### config.mk
export PLATFORM = sky130hd
export DESIGN_NAME = eight_bit_timer_two_compare
export DESIGN_NICKNAME = d
export VERILOG_FILES = /design/src/logic/timer_pkg.sv /design/src/logic/eight_bit_timer_two_compare.sv
export SDC_FILE = /design/constraint.sdc
export NUM_CORES = 1
export LEC_CHECK = 0
export ABC_AREA = 1
export BUFFER_PORTS_ARGS = -buffer_cell sky130_fd_sc_hd__buf_2
export CORE_ASPECT_RATIO = 0.7
export CORE_MARGIN = 2
export CORE_UTILIZATION = 25
export DETAILED_ROUTE_END_ITERATION = 8
export GPL_ROUTABILITY_DRIVEN = 1
export GPL_TIMING_DRIVEN = 1
export SKIP_LAST_GASP = 1
export SYNTH_ARGS = -nofsm -noshare
export SYNTH_HDL_FRONTEND = slang
export SYNTH_SLANG_ARGS = --single-unit
### constraint.sdc
create_clock -name pclk -period 2.4 [get_ports pclk]
set_clock_uncertainty 0.05 [all_clocks]
set_input_delay 0.24 -clock pclk [delete_from_list [all_inputs] [get_ports pclk]]
set_output_delay 0.24 -clock pclk [all_outputs]
set_load 0.05 [all_outputs]
### src/logic/timer_pkg.sv
package timer_pkg;
  // Register indices; byte address is four times the index
  localparam logic [7:0] IDX_COUNT = 8'hEA;
  localparam logic [7:0] IDX_CTRL  = 8'hEB;
  localparam logic [7:0] IDX_CCTL0 = 8'hEC;
  localparam logic [7:0] IDX_CVAL0 = 8'hED;
  localparam logic [7:0] IDX_CCTL1 = 8'hEE;
  localparam logic [7:0] IDX_CVAL1 = 8'hEF;
  localparam logic [7:0] IDX_FLAGS = 8'hF0;

  localparam logic [7:0] CTRL_RST  = 8'h08;
  localparam logic [7:0] CCTL_RST  = 8'h40;
  localparam logic [7:0] CVAL_RST  = 8'h00;
  localparam logic [7:0] CNT_ZERO  = 8'h00;
  localparam logic [7:0] CNT_ONE   = 8'h01;
  localparam logic [7:0] CNT_MAX   = 8'hFF;
  localparam logic [6:0] PRE_ZERO  = 7'h00;
  localparam logic [6:0] PRE_ONE   = 7'h01;

  typedef enum logic [1:0] {
    MODE_FREE = 2'b00,
    MODE_DOWN = 2'b01,
    MODE_MOD  = 2'b10,
    MODE_UPDN = 2'b11
  } timer_mode_t;

  typedef enum logic [2:0] {
    ACT_SET     = 3'b000,
    ACT_CLR     = 3'b001,
    ACT_TGL     = 3'b010,
    ACT_UP_SET  = 3'b011,
    ACT_UP_CLR  = 3'b100,
    ACT_REF_SET = 3'b101,
    ACT_REF_CLR = 3'b110,
    ACT_RSV     = 3'b111
  } action_t;

  typedef enum logic {
    DIR_UP   = 1'b0,
    DIR_DOWN = 1'b1
  } count_dir_t;

  typedef struct packed {
    logic [2:0]  div;
    logic        run;
    logic        overflow_irq_mask;
    logic        counter_clear;
    timer_mode_t mode;
  } timer_ctrl_t;

  typedef struct packed {
    logic       unused;
    logic       channel_irq_mask;
    action_t    output_action_select;
    logic       enable;
    logic [1:0] reserved;
  } chan_ctrl_t;

  typedef struct packed {
    logic [4:0] unused;
    logic       channel1_pending_flag;
    logic       channel0_pending_flag;
    logic       overflow_pending_flag;
  } flags_t;
endpackage

### src/logic/eight_bit_timer_two_compare.sv
`timescale 1ns/10ps
module eight_bit_timer_two_compare (
  // Clock and reset
  input  wire logic        pclk,
  input  wire logic        presetn,
  // APB slave
  input  wire logic        psel,
  input  wire logic        penable,
  input  wire logic        pwrite,
  input  wire logic [11:0] paddr,
  input  wire logic [31:0] pwdata,
  output logic      [31:0] prdata,
  output logic             pready,
  output logic             pslverr,
  // System tick enable, one cycle per tick
  input  wire logic        system_tick_rate,
  // Compare outputs
  output logic             ch0_out,
  output logic             ch1_out,
  // Interrupt requests
  output logic             overflow_irq,
  output logic             ch0_irq,
  output logic             ch1_irq
);

  typedef struct packed {
    logic [6:0]                  pre;
    logic [7:0]                  count_register;
    timer_pkg::count_dir_t       dir;
    timer_pkg::timer_ctrl_t      ctrl;
    timer_pkg::chan_ctrl_t [1:0] cctl;
    logic [1:0][7:0]             compare_value;
    timer_pkg::flags_t           flags;
    logic [1:0]                  outs;
    logic [2:0]                  irq;
    logic [31:0]                 rdata;
    logic                        ready;
    logic                        err;
  } state_t;

  state_t st;
  state_t next_st;

  function automatic logic [6:0] div_mask(input logic [2:0] d);
    div_mask = 7'((8'h01 << d) - 8'h01);
  endfunction

  function automatic logic known_index(input logic [7:0] i);
    known_index = (i >= timer_pkg::IDX_COUNT) && (i <= timer_pkg::IDX_FLAGS);
  endfunction

  // Output action of one channel for one counter step
  function automatic logic chan_next(
    input timer_pkg::action_t     act,
    input logic                   cur,
    input logic                   match,
    input logic                   zero,
    input logic                   ref_match,
    input timer_pkg::count_dir_t  dir,
    input logic                   updn
  );
    logic o;
    o = cur;
    case (act)
      timer_pkg::ACT_SET: begin
        if (match) o = 1'b1;
      end
      timer_pkg::ACT_CLR: begin
        if (match) o = 1'b0;
      end
      timer_pkg::ACT_TGL: begin
        if (match) o = ~cur;
      end
      timer_pkg::ACT_UP_SET: begin
        if (match && dir == timer_pkg::DIR_UP) o = 1'b1;
        else if (updn ? (match && dir == timer_pkg::DIR_DOWN) : zero) o = 1'b0;
      end
      timer_pkg::ACT_UP_CLR: begin
        if (match && dir == timer_pkg::DIR_UP) o = 1'b0;
        else if (updn ? (match && dir == timer_pkg::DIR_DOWN) : zero) o = 1'b1;
      end
      timer_pkg::ACT_REF_SET: begin
        if (match) o = 1'b1;
        else if (ref_match) o = 1'b0;
      end
      timer_pkg::ACT_REF_CLR: begin
        if (match) o = 1'b0;
        else if (ref_match) o = 1'b1;
      end
      timer_pkg::ACT_RSV: begin
        o = cur;
      end
      default: begin
        o = cur;
      end
    endcase
    chan_next = o;
  endfunction

  logic [7:0] idx;
  logic       wr;
  logic       rd_phase;
  logic       advance;
  logic       ovf_ev;
  logic       zero;
  logic       updn;
  logic [1:0] match;
  logic [1:0] ref_match;
  logic [7:0] wbyte;
  timer_pkg::timer_ctrl_t wctrl;
  timer_pkg::flags_t      wflags;

  assign idx   = paddr[9:2];
  assign wbyte = pwdata[7:0];
  assign wctrl = timer_pkg::timer_ctrl_t'(wbyte);
  assign wflags = timer_pkg::flags_t'(wbyte);
  // Writes land on the edge where pready is seen high
  assign wr       = psel && penable && pwrite && st.ready;
  assign rd_phase = psel && penable && !st.ready;

  always_comb begin
    next_st   = st;
    advance   = 1'b0;
    ovf_ev    = 1'b0;
    zero      = (st.count_register == timer_pkg::CNT_ZERO);
    updn      = (st.ctrl.mode == timer_pkg::MODE_UPDN);
    match     = '0;
    ref_match = '0;

    // APB answer one cycle into the access phase
    next_st.ready = rd_phase;
    // Error stands only with its pready pulse
    next_st.err   = 1'b0;
    if (rd_phase) begin
      next_st.err   = !known_index(idx) || paddr[11:10] != 2'b00;
      next_st.rdata = '0;
      if (!pwrite) begin
        case (idx)
          timer_pkg::IDX_COUNT: next_st.rdata[7:0] = st.count_register;
          timer_pkg::IDX_CTRL:  next_st.rdata[7:0] = st.ctrl;
          timer_pkg::IDX_CCTL0: next_st.rdata[7:0] = st.cctl[0];
          timer_pkg::IDX_CVAL0: next_st.rdata[7:0] = st.compare_value[0];
          timer_pkg::IDX_CCTL1: next_st.rdata[7:0] = st.cctl[1];
          timer_pkg::IDX_CVAL1: next_st.rdata[7:0] = st.compare_value[1];
          timer_pkg::IDX_FLAGS: next_st.rdata[7:0] = st.flags;
          default:              next_st.rdata = '0;
        endcase
      end
    end

    // Prescaler
    if (st.ctrl.run && system_tick_rate) begin
      next_st.pre = 7'(st.pre + timer_pkg::PRE_ONE);
      advance = (st.pre & div_mask(st.ctrl.div)) == div_mask(st.ctrl.div);
    end

    for (int c = 0; c < 2; c++) begin
      match[c] = advance && (st.count_register == st.compare_value[c]);
      ref_match[c] = (c == 0) ? (advance && zero) : match[0];
    end

    // Counter step
    if (advance) begin
      case (st.ctrl.mode)
        timer_pkg::MODE_FREE: begin
          next_st.dir = timer_pkg::DIR_UP;
          next_st.count_register = 8'(st.count_register + timer_pkg::CNT_ONE);
          ovf_ev = (st.count_register == timer_pkg::CNT_MAX);
        end
        timer_pkg::MODE_DOWN: begin
          next_st.dir = timer_pkg::DIR_DOWN;
          if (!zero) begin
            next_st.count_register = 8'(st.count_register - timer_pkg::CNT_ONE);
            ovf_ev = (st.count_register == timer_pkg::CNT_ONE);
          end
        end
        timer_pkg::MODE_MOD: begin
          next_st.dir = timer_pkg::DIR_UP;
          if (st.count_register == st.compare_value[0]) begin
            next_st.count_register = timer_pkg::CNT_ZERO;
            ovf_ev = 1'b1;
          end else begin
            next_st.count_register = 8'(st.count_register + timer_pkg::CNT_ONE);
          end
        end
        timer_pkg::MODE_UPDN: begin
          if (st.dir == timer_pkg::DIR_UP) begin
            if (st.count_register == st.compare_value[0]) begin
              next_st.dir = timer_pkg::DIR_DOWN;
              if (!zero) next_st.count_register = 8'(st.count_register - timer_pkg::CNT_ONE);
            end else begin
              next_st.count_register = 8'(st.count_register + timer_pkg::CNT_ONE);
            end
          end else if (zero) begin
            next_st.dir = timer_pkg::DIR_UP;
            ovf_ev = 1'b1;
            if (st.compare_value[0] != timer_pkg::CNT_ZERO) begin
              next_st.count_register = timer_pkg::CNT_ONE;
            end
          end else begin
            next_st.count_register = 8'(st.count_register - timer_pkg::CNT_ONE);
          end
        end
        default: next_st.count_register = st.count_register;
      endcase
    end

    // Channel outputs act only while compare is enabled
    for (int c = 0; c < 2; c++) begin
      if (st.cctl[c].enable) begin
        next_st.outs[c] = chan_next(st.cctl[c].output_action_select, st.outs[c],
                                    match[c], advance && zero, ref_match[c], st.dir, updn);
      end
    end

    // Register writes
    next_st.ctrl.counter_clear = 1'b0;
    if (wr) begin
      case (idx)
        timer_pkg::IDX_CTRL: begin
          next_st.ctrl = wctrl;
          next_st.ctrl.counter_clear = 1'b0;
          // Down mode reloads from compare 0 when started
          if (wctrl.run && !st.ctrl.run && wctrl.mode == timer_pkg::MODE_DOWN) begin
            next_st.count_register = st.compare_value[0];
          end
          if (wctrl.counter_clear) begin
            next_st.count_register = timer_pkg::CNT_ZERO;
            next_st.dir = timer_pkg::DIR_UP;
          end
        end
        timer_pkg::IDX_CCTL0: next_st.cctl[0] = timer_pkg::chan_ctrl_t'({1'b0, wbyte[6:0]});
        timer_pkg::IDX_CVAL0: next_st.compare_value[0] = wbyte;
        timer_pkg::IDX_CCTL1: next_st.cctl[1] = timer_pkg::chan_ctrl_t'({1'b0, wbyte[6:0]});
        timer_pkg::IDX_CVAL1: next_st.compare_value[1] = wbyte;
        default: next_st.ctrl.counter_clear = 1'b0;
      endcase
    end

    // Pending flags: write zero clears, a same-cycle event wins
    if (wr && idx == timer_pkg::IDX_FLAGS) begin
      next_st.flags.overflow_pending_flag =
        st.flags.overflow_pending_flag & wflags.overflow_pending_flag;
      next_st.flags.channel0_pending_flag =
        st.flags.channel0_pending_flag & wflags.channel0_pending_flag;
      next_st.flags.channel1_pending_flag =
        st.flags.channel1_pending_flag & wflags.channel1_pending_flag;
    end
    next_st.flags.unused = '0;
    if (ovf_ev) next_st.flags.overflow_pending_flag = 1'b1;
    if (match[0] && st.cctl[0].enable) next_st.flags.channel0_pending_flag = 1'b1;
    if (match[1] && st.cctl[1].enable) next_st.flags.channel1_pending_flag = 1'b1;

    next_st.irq[0] = next_st.flags.overflow_pending_flag
                     && next_st.ctrl.overflow_irq_mask;
    next_st.irq[1] = next_st.flags.channel0_pending_flag
                     && next_st.cctl[0].channel_irq_mask;
    next_st.irq[2] = next_st.flags.channel1_pending_flag
                     && next_st.cctl[1].channel_irq_mask;
  end

  always_ff @(posedge pclk or negedge presetn) begin
    if (!presetn) begin
      st               <= '0;
      st.ctrl          <= timer_pkg::timer_ctrl_t'(timer_pkg::CTRL_RST);
      st.cctl[0]       <= timer_pkg::chan_ctrl_t'(timer_pkg::CCTL_RST);
      st.cctl[1]       <= timer_pkg::chan_ctrl_t'(timer_pkg::CCTL_RST);
      st.compare_value <= {timer_pkg::CVAL_RST, timer_pkg::CVAL_RST};
    end else begin
      st <= next_st;
    end
  end

  assign prdata       = st.rdata;
  assign pready       = st.ready;
  assign pslverr      = st.err;
  assign ch0_out      = st.outs[0];
  assign ch1_out      = st.outs[1];
  assign overflow_irq = st.irq[0];
  assign ch0_irq      = st.irq[1];
  assign ch1_irq      = st.irq[2];

endmodule

==> report_table.html <==
<table>
<tr><th>Metric</th><th>Value</th></tr>
<tr><th colspan="2">Final layout</th></tr>
<tr><td>Total area of multi-input combinational cells</td><td>0.00253 sq mm</td></tr>
<tr><td>Total of fill cells in the finished design</td><td>2076</td></tr>
<tr><td>Area growth from synthesis to layout</td><td>13.9%</td></tr>
<tr><td>Share of layout cells above drive strength 1</td><td>14.8%</td></tr>
<tr><td>Diode insertion count for antenna repair</td><td>0</td></tr>
<tr><td>Flip-flop and latch area</td><td>0.00178 sq mm</td></tr>
<tr><td>Commonest non-fill, non-tap cells in the layout</td><td>nand2_1, inv_1, dfrtp_1</td></tr>
<tr><td>Number of nets in the layout</td><td>785</td></tr>
<tr><td>Most common library cell in the layout ignoring fill and taps</td><td>nand2_1</td></tr>
<tr><th colspan="2">Place</th></tr>
<tr><td>Number of buffer cells added on primary ports</td><td>38</td></tr>
<tr><td>Dpl hpwl</td><td>11900 um</td></tr>
<tr><td>Post-Place Setup Slack</td><td>roughly 300 ps</td></tr>
<tr><td>Final GP Congestion</td><td>0.995</td></tr>
<tr><th colspan="2">Power and ir drop</th></tr>
<tr><td>Combinational cell fraction of total power</td><td>~8.2%</td></tr>
<tr><td>Switching power</td><td>just under 0.0008 W</td></tr>
<tr><td>Switching power as a share of total power</td><td>26.4%</td></tr>
<tr><td>Internal power summed over all cells</td><td>around 0.0022 W</td></tr>
<tr><td>Lkg Pwr</td><td>2.69 nW</td></tr>
<tr><td>Total power density per cell area</td><td>528 mW/mm^2</td></tr>
<tr><td>IR Drop Worst-Case VDD</td><td>roughly 0.38 mV</td></tr>
<tr><td>Relative contribution of the clock network to total power</td><td>approximately 51%</td></tr>
<tr><td>Sequential fraction of design power</td><td>a little over 40%</td></tr>
<tr><td>Post-layout power</td><td>0.00295 W</td></tr>
<tr><th colspan="2">Setup path</th></tr>
<tr><td>Cell-by-cell trace of the critical path</td><td>inv_2 &gt; ha_1 &gt; inv_1 &gt; nor3_1 &gt; nand2_1 &gt; a21oi_1 &gt; o21a_1 &gt; nand3_1 &gt; nand2_1 &gt; nand2_1 &gt; a21oi_1</td></tr>
<tr><td>Largest fanout on the critical path</td><td>11</td></tr>
<tr><td>Worst setup path class</td><td>reg -&gt; reg</td></tr>
<tr><td>Critical path arrival</td><td>2370 ps</td></tr>
<tr><td>Top cell by count, worst path</td><td>nand2_1</td></tr>
<tr><td>Kind of cell adding the most delay to the critical path</td><td>simple AND/OR/NAND/NOR gates</td></tr>
<tr><td>Combined buffer and inverter count along the critical path</td><td>2</td></tr>
<tr><td>Required time at the worst-slack endpoint</td><td>around 2600 ps</td></tr>
<tr><td>Maximum cell stage delay along the critical path</td><td>490 ps</td></tr>
<tr><td>Crit end category</td><td>register</td></tr>
<tr><td>Kind of start point of the critical path</td><td>register</td></tr>
<tr><td>Slowest cell on crit path</td><td>dfrtp_1</td></tr>
<tr><th colspan="2">Timing</th></tr>
<tr><td>Smallest setup slack after layout</td><td>250 ps</td></tr>
<tr><td>Max-slew violation total from the final report</td><td>0</td></tr>
<tr><td>Fmax achieved</td><td>0.465 GHz</td></tr>
<tr><td>Relative max-transition margin</td><td>40.0%</td></tr>
<tr><td>Min Hold Slack</td><td>-26.8 ps</td></tr>
<tr><td>Sum of negative setup slack</td><td>0 ps</td></tr>
<tr><td>Setup repair after global routing missed its margin</td><td>false</td></tr>
<tr><td>Final critical delay including setup and external delays</td><td>2150 ps</td></tr>
<tr><td>Count of final hold-check violations</td><td>19</td></tr>
<tr><td>Post-route fraction of the period consumed by the critical path</td><td>89.6%</td></tr>
<tr><td>Final number of setup-violating endpoints</td><td>0</td></tr>
<tr><td>Slew @ Worst Pin</td><td>between 900 and 1000 ps</td></tr>
<tr><th colspan="2">Global route</th></tr>
<tr><td>Number of global-route vias before repair</td><td>4143</td></tr>
<tr><td>Maximum number of pins on one net before global-route repair</td><td>72</td></tr>
<tr><td>Leftover overflow at the end of global routing</td><td>0</td></tr>
<tr><td>Global routing usage summed across all routing layers</td><td>between 10% and 20%</td></tr>
<tr><td>Number of antenna violations at the first check in global routing</td><td>0</td></tr>
<tr><td>Wire length of the first global-routing pass</td><td>23600 um</td></tr>
<tr><th colspan="2">Clocking</th></tr>
<tr><td>Clk slew on worst S/H paths</td><td>~70 ps</td></tr>
<tr><td>Number of H-tree levels</td><td>3</td></tr>
<tr><td>Clock tree from TritonCTS</td><td>built</td></tr>
<tr><td>Clock tree root buffer cell</td><td>clkbuf_16</td></tr>
<tr><td>Buffer count from post-CTS setup fixing</td><td>0</td></tr>
<tr><td>CTS sink cnt</td><td>roughly 70</td></tr>
<tr><td>TritonCTS buffer count</td><td>9</td></tr>
<tr><td>Worst-skew pair later-pin latency</td><td>340 ps</td></tr>
<tr><td>Maximum root-to-sink buffer count</td><td>2</td></tr>
<tr><td>CTS Hold Bufs</td><td>0</td></tr>
<tr><td>Post-cts repair resize count</td><td>0</td></tr>
<tr><th colspan="2">Floorplanning</th></tr>
<tr><td>Initial Utilization</td><td>25.7%</td></tr>
<tr><td>Number of I/O pins</td><td>89</td></tr>
<tr><td>Area of the core</td><td>0.0191 sq mm</td></tr>
<tr><td>Floorplan die area</td><td>0.0208 sq mm</td></tr>
<tr><td>Die width</td><td>171 um</td></tr>
<tr><td>Chip height</td><td>121 um</td></tr>
<tr><td>Total number of placement rows</td><td>42</td></tr>
<tr><th colspan="2">Route</th></tr>
<tr><td>Overall via count from detail_route</td><td>4588</td></tr>
<tr><td>Router iterations before antenna repair</td><td>5</td></tr>
<tr><td>Final wirelength</td><td>15300 um</td></tr>
<tr><td>Routed wire length per instance</td><td>15.3 um</td></tr>
<tr><td>Detailed-route DRC error count</td><td>0</td></tr>
<tr><td>Drt first-iter violations</td><td>440</td></tr>
<tr><td>Via density</td><td>4.59</td></tr>
<tr><td>Remaining antenna violation count after routing</td><td>0</td></tr>
<tr><th colspan="2">Run status</th></tr>
<tr><td>Outcome</td><td>complete, but fails checks</td></tr>
<tr><td>Violated checks</td><td>hold timing</td></tr>
<tr><th colspan="2">Synth</th></tr>
<tr><td>Seq cells post-synth</td><td>between 70 and 80</td></tr>
<tr><td>Total number of yosys warnings</td><td>0</td></tr>
<tr><td>Proportion of netlist area held by the largest area contributor</td><td>34.7%</td></tr>
<tr><td>Post-synth design cell area</td><td>0.00491 sq mm</td></tr>
<tr><td>Mean instance size in the synthesized netlist</td><td>7.06 sq um</td></tr>
<tr><td>Number of instances in the synthesized netlist</td><td>695</td></tr>
<tr><td>Portion of the post-synthesis area used by sequential elements</td><td>36.3%</td></tr>
<tr><td>Synth area leaders</td><td>dfrtp_1, nand2_1, inv_1</td></tr>
<tr><td>Cell type with the highest aggregate area in the netlist</td><td>dfrtp_1</td></tr>
<tr><td>Synth cell types</td><td>41</td></tr>
<tr><th colspan="2">Hold path</th></tr>
<tr><td>Type of the worst min-delay path</td><td>in -&gt; async</td></tr>
<tr><th colspan="2">Job</th></tr>
<tr><td>Maximum Capacitance Violations</td><td>0</td></tr>
</table>
-- state kept, by name, indices dropped and copies added, names as in the netlist --
register and cells:
ch0_irq 1, ch0_out 1, ch1_irq 1, ch1_out 1, overflow_irq 1, prdata 8
pready 1, pslverr 1, st 56
-- worst paths after layout --
path                            startpoint       to  slack, ps  depth (start not counted)
worst max-delay path                st[88]   st[94]        250                         11
worst min-delay path               presetn   st[59]        -30                          1
worst max register to register      st[88]   st[94]        250                         11
worst min register to register      pready   pready        410                          1
max in group asynchronous          presetn   st[50]       1740                          1
min in group pclk                paddr[10]  pslverr         80                          3
-- power by group through the flow --
| stage | logic (W) | registers [W] | clock network [W] |
|---|---|---|---|
| floorplan | 0.000190 | 0.00124 | 0 |
| global placement | 0.000237 | 0.00124 | 0 |
| detailed placement | 0.000239 | 0.00124 | 0 |
| CTS | 0.000240 | 0.00122 | 0.00150 |
| global route | 0.000262 | 0.00122 | 0.00156 |
| finish | 0.000241 | 0.00122 | 0.00149 |
-- layout make-up --
class                           instances  share of cell area (%)
Timing Repair Buffer                   48                    4.79
Clock buffer                           10                    4.10
Sequential cell                        71                    31.9
Tap cell                              264                    5.91
Inverter                               93                    6.29
Clock inverter                          6                    1.68
Multi-Input combinational cell        507                    45.4
-- cell families (layout without fill, tap and decap cells) --
kind of cell | Yosys count | after routing | synth area share (%)
simple gates | 326 | 326 | 30.0
flops | 71 | 71 | 36.3
xor+xnor | 23 | 23 | 4.11
compound gates | 129 | 129 | 14.4
buf+inv | 140 | 157 | 13.8
fa+ha+maj | 5 | 5 | 1.28
other cells | 1 | 24 | 0.0764
-- metal layers --
layer | global-route usage, % | share of wire [%] | up-vias
li1 | - | - | 2252
met1 | 24.1 | 51 | 2126
met2 | 18.3 | 37 | 200
met3 | 5.97 | 11 | 10
met4 | 2.81 | 0.60 | 0
met5 | 0 | 0 | -
-- worst register-to-register path: stages (launching register included) --
cell and delay [ps]:
dfrtp_1 490, inv_2 260, ha_1 210, inv_1 50, nor3_1 290, nand2_1 120
a21oi_1 150, o21a_1 130, nand3_1 90, nand2_1 70, nand2_1 50, a21oi_1 120
-- synth_stat cells, drive strengths merged --
library cell  number
o21ai             66
or2                1
o22ai              8
a21oi             38
dfrtp             68
dfstp              3
nor2              50
ha                 5
nor3              10
inv               93
o221ai             2
nand2            213
xnor2             12
a21boi             1
a31oi              4
o211ai             2
nand4             14
buf               40
a22o               3
xor2              11
nor4               2
clkbuf             7
conb               1
o21a               1
o31ai              4
nand3             36
-- per-stage QoR --
stage	std cells	util, %	hold WS [ps]	instance area, sq um
after floorplan	718	-	-106	4990
after global placement	983	27.6	385	5270
after detailed placement	983	27.6	380	5270
after CTS	999	29.3	22.4	5590
after global routing	999	29.3	65.6	5590
final	999	29.3	-26.8	5590
No activity file was read; power rests on OpenSTA's default activity.
